File: src/include/baud_gen_pkg.sv
// Constants, mode encoding and state layout of the baud generator block
package baud_gen_pkg;
	localparam logic [15:0] ADDR_ASYNC_MODE  = 16'hFF70;
	localparam logic [15:0] ADDR_SYNC_MODE   = 16'hFF72;
	localparam logic [15:0] ADDR_BAUD_SRC    = 16'hFF73;
	localparam logic [7:0]  REG_RESET        = 8'h00;
	localparam int          TX_EN_BIT        = 7;
	localparam int          RX_EN_BIT        = 6;
	localparam int          THREE_WIRE_BIT   = 7;
	localparam int          BIT_ORDER_BIT    = 2;
	localparam int          CLK_SEL_BIT      = 1;
	localparam int          SRC_SEL_LSB      = 4;
	localparam logic [3:0]  SRC_EXT_PIN      = 4'h8;
	localparam logic [3:0]  SRC_LAST_INT     = 4'h7;
	localparam logic [3:0]  X16_LAST         = 4'hF;
	localparam logic [7:0]  PRESCALE_RESET   = 8'h00;
	localparam logic [2:0]  SYNC_RESET       = 3'h0;
	// Serial clock pin idles high; a zero image would fake an edge at reset
	localparam logic [2:0]  SCK_SYNC_RESET   = 3'h7;

	typedef enum logic [2:0] {
		MODE_STOPPED    = 3'b001,
		MODE_UART       = 3'b010,
		MODE_THREE_WIRE = 3'b100
	} serial_mode_t;

	typedef struct packed {
		logic [7:0]   async_mode;
		logic [7:0]   sync_mode;
		logic [7:0]   baud_src;
		serial_mode_t mode;
		logic [7:0]   prescale;
		logic [2:0]   ext_sync;
		logic [2:0]   sck_sync;
		logic [3:0]   x16_count;
		logic         sck;
		logic         x16_tick;
		logic         bit_tick;
		logic         sck_rise;
		logic         sck_fall;
		logic [7:0]   rd_data;
	} state_t;

	localparam state_t STATE_RESET = '{
		async_mode: REG_RESET, sync_mode: REG_RESET, baud_src: REG_RESET,
		mode: MODE_STOPPED, prescale: PRESCALE_RESET,
		ext_sync: SYNC_RESET, sck_sync: SCK_SYNC_RESET, x16_count: 4'h0,
		sck: 1'b1, x16_tick: 1'b0, bit_tick: 1'b0, sck_rise: 1'b0,
		sck_fall: 1'b0, rd_data: REG_RESET
	};
endpackage : baud_gen_pkg

File: src/rtl/serial_baud_gen_and_mode_ctrl.sv
// Baud and serial clock generator with mode control registers
`timescale 1ns/1ps

// Rules of the document for this block and its software
// Baud source select takes byte writes only, clears to zero at reset.
// Source codes 0..7 pick system clock divided by 2 to n, n=code+1.
// Source code 1000 feeds the external async clock pin to the divider.
// Software uses only the nine defined codes, low nibble kept zero.
// External async clock works in UART mode only, never in 3-wire.
// Software never rewrites the source select during a transfer.
// Software avoids n=1 in UART mode above 3 MHz system clock.
// UART rate from system clock is fx over 2^(n+1) over 8.
// UART rate from the external pin is pin frequency over 16.
// Internal 3-wire serial clock is fx over 2^(n+1).
// External 3-wire serial clock ignores the source select setting.
// Exactly three modes: stopped, UART, 3-wire.
// Stopped mode does no transfers and releases the serial pins.
// Sync mode register resets to zero, bit or byte writes, bit7 enables.
// Software keeps sync mode bits 0 and 3 to 6 at zero.
// Async mode register resets zero, bit7 enables transmit, bit6 receive.
// Software keeps async mode bits 0 and 1 at zero.
// UART moves one byte per start bit, transmit and receive together.
// A 500 kHz pin clock over 16 gives 31.25 kbps for MIDI.
// Software sets the shared clock pin as input when using it.
// 3-wire clock select: clear takes pin clock, set takes generator.
// Divided clocks are one-cycle enables in the system clock domain.
module serial_baud_gen_and_mode_ctrl (
	input  wire logic        clk_sys,
	input  wire logic        reset_n,
	input  wire logic [15:0] reg_addr,
	input  wire logic        reg_wr_en,
	input  wire logic        reg_wr_bit,
	input  wire logic [2:0]  reg_bit_idx,
	input  wire logic [7:0]  reg_wr_data,
	input  wire logic        reg_rd_en,
	output logic      [7:0]  reg_rd_data,
	input  wire logic        ext_async_clock_pin,
	input  wire logic        sck_pin_in,
	output logic             sck_pin_out,
	output logic             sck_pin_oe_n,
	output logic             uart_x16_tick,
	output logic             uart_bit_tick,
	output logic             sck_rise_tick,
	output logic             sck_fall_tick,
	output logic             transmit_enable,
	output logic             receive_enable,
	output logic             first_bit_lsb,
	output logic             port_release,
	output logic      [2:0]  serial_mode
);
	baud_gen_pkg::state_t st_q;
	baud_gen_pkg::state_t st_d;
	logic [3:0] src_code;
	logic       int_tick;
	logic       ext_edge;
	logic       sck_edge;
	logic       clk_sel_int;

	// Mask of the low n prescaler bits; all ones there marks fx/2^n
	function automatic logic [7:0] src_mask(input logic [3:0] code);
		src_mask = 8'hFF >> (3'h7 - code[2:0]);
	endfunction : src_mask

	// Byte write or single-bit write of a stored register
	function automatic logic [7:0] reg_update(
		input logic [7:0] old,
		input logic       bit_wr,
		input logic [2:0] idx,
		input logic [7:0] data
	);
		reg_update = old;
		if (bit_wr) begin
			reg_update[idx] = data[0];
		end else begin
			reg_update = data;
		end
	endfunction : reg_update

	assign src_code    = st_q.baud_src[baud_gen_pkg::SRC_SEL_LSB +: 4];
	assign clk_sel_int = st_q.sync_mode[baud_gen_pkg::CLK_SEL_BIT];
	assign int_tick    = (src_code <= baud_gen_pkg::SRC_LAST_INT) &&
		((st_q.prescale & src_mask(src_code)) == src_mask(src_code));
	// Edge detectors read only the second and third synchroniser stages
	assign ext_edge    = st_q.ext_sync[1] & ~st_q.ext_sync[2];
	assign sck_edge    = st_q.sck_sync[1] & ~st_q.sck_sync[2];

	// Next-state logic: registers, mode decode and clock enables
	always_comb begin
		st_d = st_q;
		st_d.prescale = st_q.prescale + 8'h01;
		st_d.ext_sync = {st_q.ext_sync[1:0], ext_async_clock_pin};
		st_d.sck_sync = {st_q.sck_sync[1:0], sck_pin_in};
		st_d.x16_tick = 1'b0;
		st_d.bit_tick = 1'b0;
		st_d.sck_rise = 1'b0;
		st_d.sck_fall = 1'b0;
		st_d.rd_data  = baud_gen_pkg::REG_RESET;

		// Register writes; bit writes to the source select are dropped
		if (reg_wr_en) begin
			case (reg_addr)
				baud_gen_pkg::ADDR_ASYNC_MODE: begin
					st_d.async_mode = reg_update(st_q.async_mode, reg_wr_bit,
						reg_bit_idx, reg_wr_data);
				end
				baud_gen_pkg::ADDR_SYNC_MODE: begin
					st_d.sync_mode = reg_update(st_q.sync_mode, reg_wr_bit,
						reg_bit_idx, reg_wr_data);
				end
				baud_gen_pkg::ADDR_BAUD_SRC: begin
					if (!reg_wr_bit) begin
						st_d.baud_src = reg_wr_data;
					end
				end
				default: begin
				end
			endcase
		end

		// Registered read; unmapped addresses answer zero
		if (reg_rd_en) begin
			case (reg_addr)
				baud_gen_pkg::ADDR_ASYNC_MODE: st_d.rd_data = st_q.async_mode;
				baud_gen_pkg::ADDR_SYNC_MODE:  st_d.rd_data = st_q.sync_mode;
				baud_gen_pkg::ADDR_BAUD_SRC:   st_d.rd_data = st_q.baud_src;
				default:                       st_d.rd_data = 8'h00;
			endcase
		end

		// Mixed enables are prohibited settings and fall back to stopped
		if (st_q.sync_mode[baud_gen_pkg::THREE_WIRE_BIT] &&
			!st_q.async_mode[baud_gen_pkg::TX_EN_BIT] &&
			!st_q.async_mode[baud_gen_pkg::RX_EN_BIT]) begin
			st_d.mode = baud_gen_pkg::MODE_THREE_WIRE;
		end else if (!st_q.sync_mode[baud_gen_pkg::THREE_WIRE_BIT] &&
			(st_q.async_mode[baud_gen_pkg::TX_EN_BIT] ||
			st_q.async_mode[baud_gen_pkg::RX_EN_BIT])) begin
			st_d.mode = baud_gen_pkg::MODE_UART;
		end else begin
			st_d.mode = baud_gen_pkg::MODE_STOPPED;
		end

		// Clock enables per mode; no gated clocks leave this block
		case (st_q.mode)
			baud_gen_pkg::MODE_UART: begin
				st_d.sck = 1'b1;
				if (src_code == baud_gen_pkg::SRC_EXT_PIN) begin
					st_d.x16_tick = ext_edge;
				end else begin
					st_d.x16_tick = int_tick;
				end
				if (st_d.x16_tick) begin
					st_d.x16_count = st_q.x16_count + 4'h1;
					st_d.bit_tick  = (st_q.x16_count ==
						baud_gen_pkg::X16_LAST);
				end
			end
			baud_gen_pkg::MODE_THREE_WIRE: begin
				st_d.x16_count = 4'h0;
				if (clk_sel_int) begin
					// Pin clock code yields no internal tick here
					if (int_tick) begin
						st_d.sck      = ~st_q.sck;
						st_d.sck_rise = ~st_q.sck;
						st_d.sck_fall = st_q.sck;
					end
				end else begin
					st_d.sck      = 1'b1;
					st_d.sck_rise = sck_edge;
					st_d.sck_fall = st_q.sck_sync[2] & ~st_q.sck_sync[1];
				end
			end
			default: begin
				st_d.sck       = 1'b1;
				st_d.x16_count = 4'h0;
			end
		endcase
	end

	// State register; reset loads only the constant reset image
	always_ff @(posedge clk_sys or negedge reset_n) begin
		if (!reset_n) begin
			st_q <= baud_gen_pkg::STATE_RESET;
		end else begin
			st_q <= st_d;
		end
	end

	// Outputs straight from flip-flops or simple mode decode
	assign reg_rd_data     = st_q.rd_data;
	assign uart_x16_tick   = st_q.x16_tick;
	assign uart_bit_tick   = st_q.bit_tick;
	assign sck_rise_tick   = st_q.sck_rise;
	assign sck_fall_tick   = st_q.sck_fall;
	assign sck_pin_out     = st_q.sck;
	assign sck_pin_oe_n    = !((st_q.mode == baud_gen_pkg::MODE_THREE_WIRE)
		&& clk_sel_int);
	assign transmit_enable = (st_q.mode == baud_gen_pkg::MODE_UART) &&
		st_q.async_mode[baud_gen_pkg::TX_EN_BIT];
	assign receive_enable  = (st_q.mode == baud_gen_pkg::MODE_UART) &&
		st_q.async_mode[baud_gen_pkg::RX_EN_BIT];
	assign first_bit_lsb   = st_q.sync_mode[baud_gen_pkg::BIT_ORDER_BIT];
	assign port_release    = (st_q.mode == baud_gen_pkg::MODE_STOPPED);
	assign serial_mode     = st_q.mode;
endmodule : serial_baud_gen_and_mode_ctrl

File: config.mk
export PLATFORM = sky130hd
export DESIGN_NAME = serial_baud_gen_and_mode_ctrl
export DESIGN_NICKNAME = d
export VERILOG_FILES = /design/src/include/baud_gen_pkg.sv /design/src/rtl/serial_baud_gen_and_mode_ctrl.sv
export SDC_FILE = /design/constraint.sdc
export NUM_CORES = 1
export LEC_CHECK = 0
export BUFFER_PORTS_ARGS = -buffer_cell sky130_fd_sc_hd__buf_2
export CORE_ASPECT_RATIO = 1.75
export CORE_MARGIN = 1.5
export CORE_UTILIZATION = 50
export DETAILED_ROUTE_END_ITERATION = 10
export GPL_TIMING_DRIVEN = 0
export PLACE_DENSITY = 0.77
export SLEW_MARGIN = 20
export SYNTH_ARGS = -nofsm -noshare
export SYNTH_HDL_FRONTEND = slang
export SYNTH_SLANG_ARGS = --single-unit
export TNS_END_PERCENT = 50
File: constraint.sdc
create_clock -name clk_sys -period 3.05 [get_ports clk_sys]
set_input_delay 0.4575 -clock clk_sys [delete_from_list [all_inputs] [get_ports clk_sys]]
set_output_delay 0.4575 -clock clk_sys [all_outputs]
set_load 0.01 [all_outputs]
* Yosys cells after proc, flatten, opt, wreduce, memory -nomap -nowiden *
Cells that the tools add are included.

word-level totals
  bits in registers = 58
  input port bits = 34
  logic and storage cells = 78

cells by class
  add/sub/neg operators = 3
  magnitude comparators = 3
  equal/unequal tests = 11
  shifts and indexed selects = 1
  multiplexer cells = 21
  bitwise logic cells = 9
  reduce and logical (&&, ||, !) cells = 16

operators by type and width
  operator                                                                           count
  16-bit equality test (second input constant)                                       3
  8-bit 2-to-1 mux                                                                   3
  8-bit case mux with 3 select lines                                                 1
  8-bit bitwise mux                                                                  2
  2-bit 2-to-1 mux                                                                   5
  5-bit case mux with 2 select lines                                                 1
  8-bit by 1-bit adder with 8-bit output (second input constant)                     1
  8-bit AND                                                                          1
  4-bit equality test (second input constant)                                        2
  8-bit equality test                                                                1
  1-bit logical AND                                                                  8
  8-bit by 3-bit right shift with 8-bit output (first input constant)                1
  1-bit 2-to-1 mux                                                                   6
  1-bit NOT                                                                          5
  4-bit by 1-bit adder with 4-bit output (second input constant)                     1
  4-bit by 3-bit less-or-equal comparator with 1-bit output (second input constant)  1
  1-bit logical NOT                                                                  4
  3-bit by 4-bit less-than comparator with 1-bit output (second input constant)      1
  4-bit 2-to-1 mux                                                                   1
  2-bit AND reduction                                                                2
  1-bit AND                                                                          3
  1-bit demux with 3-bit select                                                      1
  3-bit by 1-bit equality test with 1-bit output (second input constant)             1
  3-bit by 2-bit equality test with 1-bit output (second input constant)             1
  8 further kinds                                                                    8

* Depth between registers and ports, before layout *
Gate-level depths: netlist of run 1.

  depth after elaboration = 9
  depth in mapped cells = 6
  mapped depth without buffers = 5

* Worst setup path before layout of run 1 *
No wires, ideal clock.

  path kind = input to register
  start = input reg_addr[3]
  end = register st_q (netlist bit src_code[0])
  library setup time = 0.125 ns
  arrival = 2.108 ns
  path slack = 0.817 ns
  cell stages on the path = 5
  buffers on the path = 1
  path through = or2_0 or4_1 buf_2 nor4_4 mux2_2

on the way
  cells in the longest elaborated chain, start to end = 2

RTL lines
  element                        RTL line                              RTL
  start: declaration             serial_baud_gen_and_mode_ctrl.sv:30   input wire logic [15:0] reg_addr,
  16-bit equality test           serial_baud_gen_and_mode_ctrl.sv:101  case (reg_addr)
  3-bit AND reduction (no line)  -
  end signal: assignment         serial_baud_gen_and_mode_ctrl.sv:183  st_q <= baud_gen_pkg::STATE_RESET;
  end signal: assignment         serial_baud_gen_and_mode_ctrl.sv:185  st_q <= st_d;
  end: declaration               serial_baud_gen_and_mode_ctrl.sv:51   baud_gen_pkg::state_t st_q;

No other way between the ends.
A chain may end at the register's enable or synchronous reset.

* Worst setup path after layout of run 1 *
  start = input reg_addr[3]
  end = register st_q (netlist bit src_code[3])

Same word-level chain as after synthesis.

==> results of run 1 <==
## path summary, 6_finish.rpt
check / start / endpoint / slack [ns] / cells after the start
setup / recovery: reg_addr[3] / src_code[3] / 0.78 / 6
hold reg to reg: st_d[21] / st_d[22] / 0.35 / 0
max in group asynchronous: reset_n / st_q[54] / 2.40 / 1
setup reg to reg: src_code[2] / st_q[14] / 1.04 / 5
hold / removal: reset_n / st_q[29] / 0.15 / 1
min in group clk_sys: sck_pin_in / st_d[18] / 0.21 / 1
## layout make-up
class | count | area [um2] | area share, %
clock buffers | 10 | 137.6 | 3.903
multi-input cells | 183 | 1320 | 37.44
well taps | 76 | 95.09 | 2.697
flip-flops and latches | 58 | 1458 | 41.34
inverters | 12 | 45.04 | 1.278
plain buffers | 18 | 113.9 | 3.229
repair buffers | 53 | 267.8 | 7.594
clock inverters | 6 | 88.84 | 2.520
## logic make-up after synthesis
kind of cell               count (synthesis)  share of synthesized area [%]
xor gates and xnor gates                   8                          2.386
DFF                                       58                          49.64
and+or+nand+nor                          107                          19.98
AOI/OAI and AO/OA                         31                          7.670
adders and majority gates                  2                         0.8520
buffers and inverters                     30                          5.411
muxes                                     35                          14.06
## stage by stage
stage | area (um2) | hold slack [ns] | worst slack [ns] | utilization (%) | instances
after CTS | 3526 | 0.1831 | 0.7890 | 62.62 | 416
final | 3526 | 0.1503 | 0.7842 | 62.62 | 416
after floorplan | 2937 | 0.1619 | 0.8168 | - | 271
after detailed placement | 3299 | 0.3358 | 0.4264 | 58.60 | 400
after global routing | 3526 | 0.1988 | 0.7062 | 62.62 | 416
after global placement | 3297 | 0.3361 | 0.4608 | 58.56 | 400
## Yosys cell counts, types with 3 or more instances
master,instances
mux2_4,6
inv_1,12
o21ai_0,13
xnor2_1,5
nand4_1,11
dfstp_2,5
buf_4,12
nor3_1,5
mux2i_1,3
nand2_1,34
nor3b_1,7
and2_1,3
clkbuf_1,5
mux2_2,24
nor2_1,20
xor2_1,3
nor2b_1,5
a22oi_1,8
dfrtp_1,53
and3_1,3
nand3_1,8
## routing by layer
layer | vias up | routed length [um]
met3 | 15 | 322
li1 | 1078 | -
met2 | 88 | 3479
met4 | 0 | 136
met1 | 1113 | 2425
met5 | - | 0
## power breakdown
| part | internal (W) | switching [W] |
|---|---|---|
| clock network | 0.000483 | 0.000326 |
| registers | 0.000775 | 0.00000199 |
| logic | 0.0000280 | 0.0000564 |
## registers in the layout, summed over array words and instances, names as in the netlist
signal	flops
uart_x16_tick	1
src_code	4
sck_pin_out	1
serial_mode	3
uart_bit_tick	1
clk_sel_int	1
sck_fall_tick	1
st_q	32
first_bit_lsb	1
sck_rise_tick	1
reg_rd_data	8
st_d	4
==> metrics.csv, run 1 <==
stage,metric,value,unit
grt,grt_use_met3,5.473,%
sta,worst_slew_pin_slew,0.7416,ns
finish,nets,371,
drt,final_antenna_net_count,0,
grt,grt-ovfl-total,0,
grt,grt_pass1_vias,2241,
sta,fin_skew,0.01125,ns
sta,rsz0062_at_grt,false,
worst_setup_path,cpPeakStageDelay,0.63,ns
sta,fin_crit,2.266,ns
worst_setup_path,path_class,input port to flip-flop,
synthesis,yosys_warnings,0,
synthesis,synth_edf_count,0,
drt,drc,0,
floorplan,die_w,60.93,um
sta,hold_viol,0,
placement,place_hpwl,4441,um
synthesis,async_flop_share,100.0,%
worst_setup_path,cp-end-kind,flip-flop,
cts,clkTransAtPathRegs,0.08,ns
floorplan,ios,55,
worst_setup_path,cpMostUsedCell,buf_2,
sta,fin_crit_sh,74.29,%
finish,n_antenna_cell,0,
synthesis,synth_top_area_cell,dfrtp_1,
floorplan,start_util,52.16,%
synthesis,synth-seq-cells,58,
pwr,p_leak,1.737,nW
pwr,irDropWorstVdd,0.3472,mV
cts,clock-root-buffer,clkbuf_8,
sta,slew_headroom,50.38,%
grt,grt_use_total,22.00,%
cts,post-cts-setup-buffers,0,
drt,wire_per_inst,15.30,um
cts,numCtsBuffers,9,
cts,ctsResizeCount,0,
placement,io_buffers,53,
worst_setup_path,crit_buf_inv,2,
grt,grt_pass1_wl,10290,um
worst_hold_path,hold_class,input port to async pin,
finish,fill_cells,483,
worst_setup_path,path_cells,"buf_2, or2_0, or4_1, buf_2, nor4_4, mux2_2",
sta,slew_violations,0,
synthesis,yosysTopAreaCellShare,45.16,%
sta,fmax,0.4414,GHz
grt,top_usage_layer,met2,
cts,cts_tree,done,
drt,drtIter0Drc,111,
finish,drive_gt1_share,35.88,%
worst_setup_path,cp_max_fo,8,
grt,grt_util_met1,24.88,%
drt,vias_per_cell,5.514,
drt,dr.pass1.iters,5,
synthesis,synth.yosys.seq_area_share,49.64,%
synthesis,synth_flop_cell,dfrtp_1,
pwr,power.total,0.001670,W
worst_setup_path,crit_arrival,2.49,ns
floorplan,die-area,0.006360,mm2
pwr,power_density,473.6,mW/mm2
synthesis,ys_types,41,
grt,met2_usage,36.48,%
floorplan,coreArea,0.005630,mm2
worst_setup_path,start_kind,input port,
finish,final_cell_mix,"53 x buf_2, 53 x dfrtp_1, 34 x nand2_1, 24 x mux2_2, 20 x nor2_1",
synthesis,synth_area,0.002937,mm2
sta,setup_viol,0,
cts,clock_latency,0.34,ns
drt,dr_total_vias,2294,
worst_setup_path,cp_slowest_cell,nor4_4,
sta,setup_tns,0,ns
worst_setup_path,worstPathRequired,3.27,ns
synthesis,synth_area_leaders,"dfrtp_1 45%, mux2_2 9.2%, dfstp_2 4.5%",
finish,area_growth,20.07,%
outcome,status,completed,
cts,cts_hold_buf,0,
synthesis,postSynthNetCount,307,
cts,cts_max_level,3,
floorplan,rows,36,
floorplan,die_h,104.4,um
placement,place.gp.congestion,0.8700,
run,drv_cap,0,
drt,wl,6363,um
grt,grt_max_degree,59,
worst_setup_path,critPathTopFamily,simple AND/OR/NAND/NOR gates,
synthesis,synthCells,271,
cts,ctsLongestPathBuffers,2,
grt,antenna_found_initial,0,
cts,clock-sinks,58,
synthesis,synth_area_per_cell,10.84,um2
No activity file was read; power rests on OpenSTA's default activity.
==> run 2: changes to the inputs <==
clock period = 2.2 ns   (was 3.05 ns; I/O delays follow)
==> run 2 against run 1 <==
Effect of this change: worst setup slack lost 0.69 ns; die area did not move; sequential power rose by 39%; power increased by 39%; register-to-register slack got worse by 0.85 ns; clock skew about the same; cell count did not move; worst hold slack worse by 0.13 ns; combinational power rose by 39%; wire length is 0.57% lower.
==> metrics.csv, run 2 (synthesis gave the netlist of run 1 again) <==
stage,metric,value,unit
outcome,status,completed,
pwr,netSwitchingPower,0.0005344,W
floorplan,rows,36,
drt,wire_per_inst,15.21,um
floorplan,ios,55,
floorplan,die_h,104.4,um
worst_setup_path,start_kind,input port,
sta,rsz0062_at_grt,false,
floorplan,die-area,0.006360,mm2
sta,fin_crit,2.103,ns
grt,antenna_found_initial,0,
cts,ctsLongestPathBuffers,2,
floorplan,start_util,52.16,%
sta,hold_viol,0,
finish,n_antenna_cell,0,
grt,grt_pass1_wl,10290,um
cts,post-cts-setup-buffers,0,
worst_hold_path,hold_class,input port to async pin,
sta,fin_crit_sh,95.58,%
finish,multi_input_area,0.001320,mm2
cts,ctsResizeCount,0,
finish,seqCellArea,0.001458,mm2
pwr,p_seq_share,46.5,%
cts,clock-root-buffer,clkbuf_8,
grt,grt_use_total,22.00,%
drt,drtIter0Drc,124,
cts,clock-sinks,58,
grt,grt_max_degree,59,
cts,cts_max_level,3,
placement,numPlacedInstances,400,
sta,slew_violations,0,
finish,drive_gt1_share,35.88,%
finish,nets,371,
grt,grt_pass1_vias,2241,
sta,holdWs,0.02432,ns
finish,regMostFlops,st_q,
finish,final_cell_mix,"53 x buf_2, 53 x dfrtp_1, 34 x nand2_1, 24 x mux2_2, 20 x nor2_1",
sta,fmax,0.4756,GHz
pwr,cellInternalPower,0.001783,W
drt,vias_per_cell,5.435,
cts,cts_hold_buf,0,
floorplan,die_w,60.93,um
pwr,p_leak,1.737,nW
drt,wl,6327,um
pwr,irDropWorstVdd,0.4845,mV
placement,placed_cell_area,0.003299,mm2
sta,slew_headroom,51.34,%
worst_setup_path,worstPathRequired,2.41,ns
worst_setup_path,path_class,input port to flip-flop,
drt,dr_total_vias,2261,
cts,clkTransAtPathRegs,0.08,ns
grt,grt-ovfl-total,0,
finish,fill_cells,483,
cts,numCtsBuffers,9,
drt,final_antenna_net_count,0,
worst_setup_path,worstRegToRegCells,5,
cts,cts_tree,done,
drt,dr.pass1.iters,4,
pwr,switching_share,23.06,%
placement,place_hpwl,4441,um
finish,area_growth,20.07,%
placement,io_buffers,53,
cts,clock_latency,0.34,ns
finish,largest_reg_flops,32,
pwr,power.total,0.002317,W
finish,final_cells,416,
sta,worst_slew_pin_slew,0.7272,ns
sta,setup_viol,0,
worst_setup_path,cp-end-kind,flip-flop,
finish,final_area,0.003526,mm2
drt,drc,0,
sta,fin_skew,0.01172,ns
run,drv_cap,0,
worst_setup_path,crit_arrival,2.31,ns
placement,place.gp.congestion,0.8700,
pwr,power_density,657.2,mW/mm2
floorplan,coreArea,0.005630,mm2
worst_setup_path,cp_max_fo,8,
pwr,clkPwrFrac,48.5,%
pwr,p_comb_share,5.0,%
run 2: cell counts in the layout (fill, tap and decap cells not counted):
No cell type changed its count.
run 2: per-stage QoR:
stage          util [%]  worst slack [ns]  setup TNS [ns]
5_1_grt           62.62           0.04461               0
2_1_floorplan         -           0.09433               0
4_1_cts           62.62           0.06651               0
3_5_place_dp      58.60           -0.2961          -4.153
3_3_place_gp      58.56           -0.2617          -3.365
6_report          62.62           0.09723               0
run 2: layout make-up:
class | instances | area share, %
multi-input combinational | 183 | 37.44
tap | 76 | 2.697
clock buffer | 10 | 3.903
clock inverter | 6 | 2.520
inverter | 12 | 1.278
sequential | 58 | 41.34
timing repair buffer | 53 | 7.594
buffer | 18 | 3.229
run 2: path summary, 6_finish.rpt:
check / from / endpoint / slack [ns]
setup / recovery: reg_addr[3] / st_q[42] / 0.1
hold / removal: reset_n / st_q[29] / 0.02
setup reg to reg: src_code[2] / st_q[14] / 0.19
hold reg to reg: st_d[21] / st_d[22] / 0.35
max in group asynchronous: reset_n / st_q[48] / 1.69
min in group clk_sys: sck_pin_in / st_d[18] / 0.08
run 2: layer usage:
layer | up-vias | wire, um | global-route usage (%)
met1 | 1094 | 2400 | 24.88
met2 | 81 | 3534 | 36.48
met5 | - | 0 | 0
met3 | 9 | 283 | 5.473
met4 | 0 | 108 | 11.49
li1 | 1077 | - | -
run 2: worst max-delay path, cell delays in order:
cell     delay [ns]
buf_2          0.10
or2_0          0.20
or4_1          0.50
buf_2          0.19
nor4b_4        0.50
nand2_1        0.14
mux2_1         0.35
run 2: power by group through the flow:
stage	clock network (W)	registers [W]	logic (W)
after detailed placement	0	0.00110	0.000117
after CTS	0.00114	0.00108	0.000119
after floorplan	0	0.00110	0.0000460
after global routing	0.00118	0.00108	0.000131
final	0.00112	0.00108	0.000117
after global placement	0	0.00110	0.000115
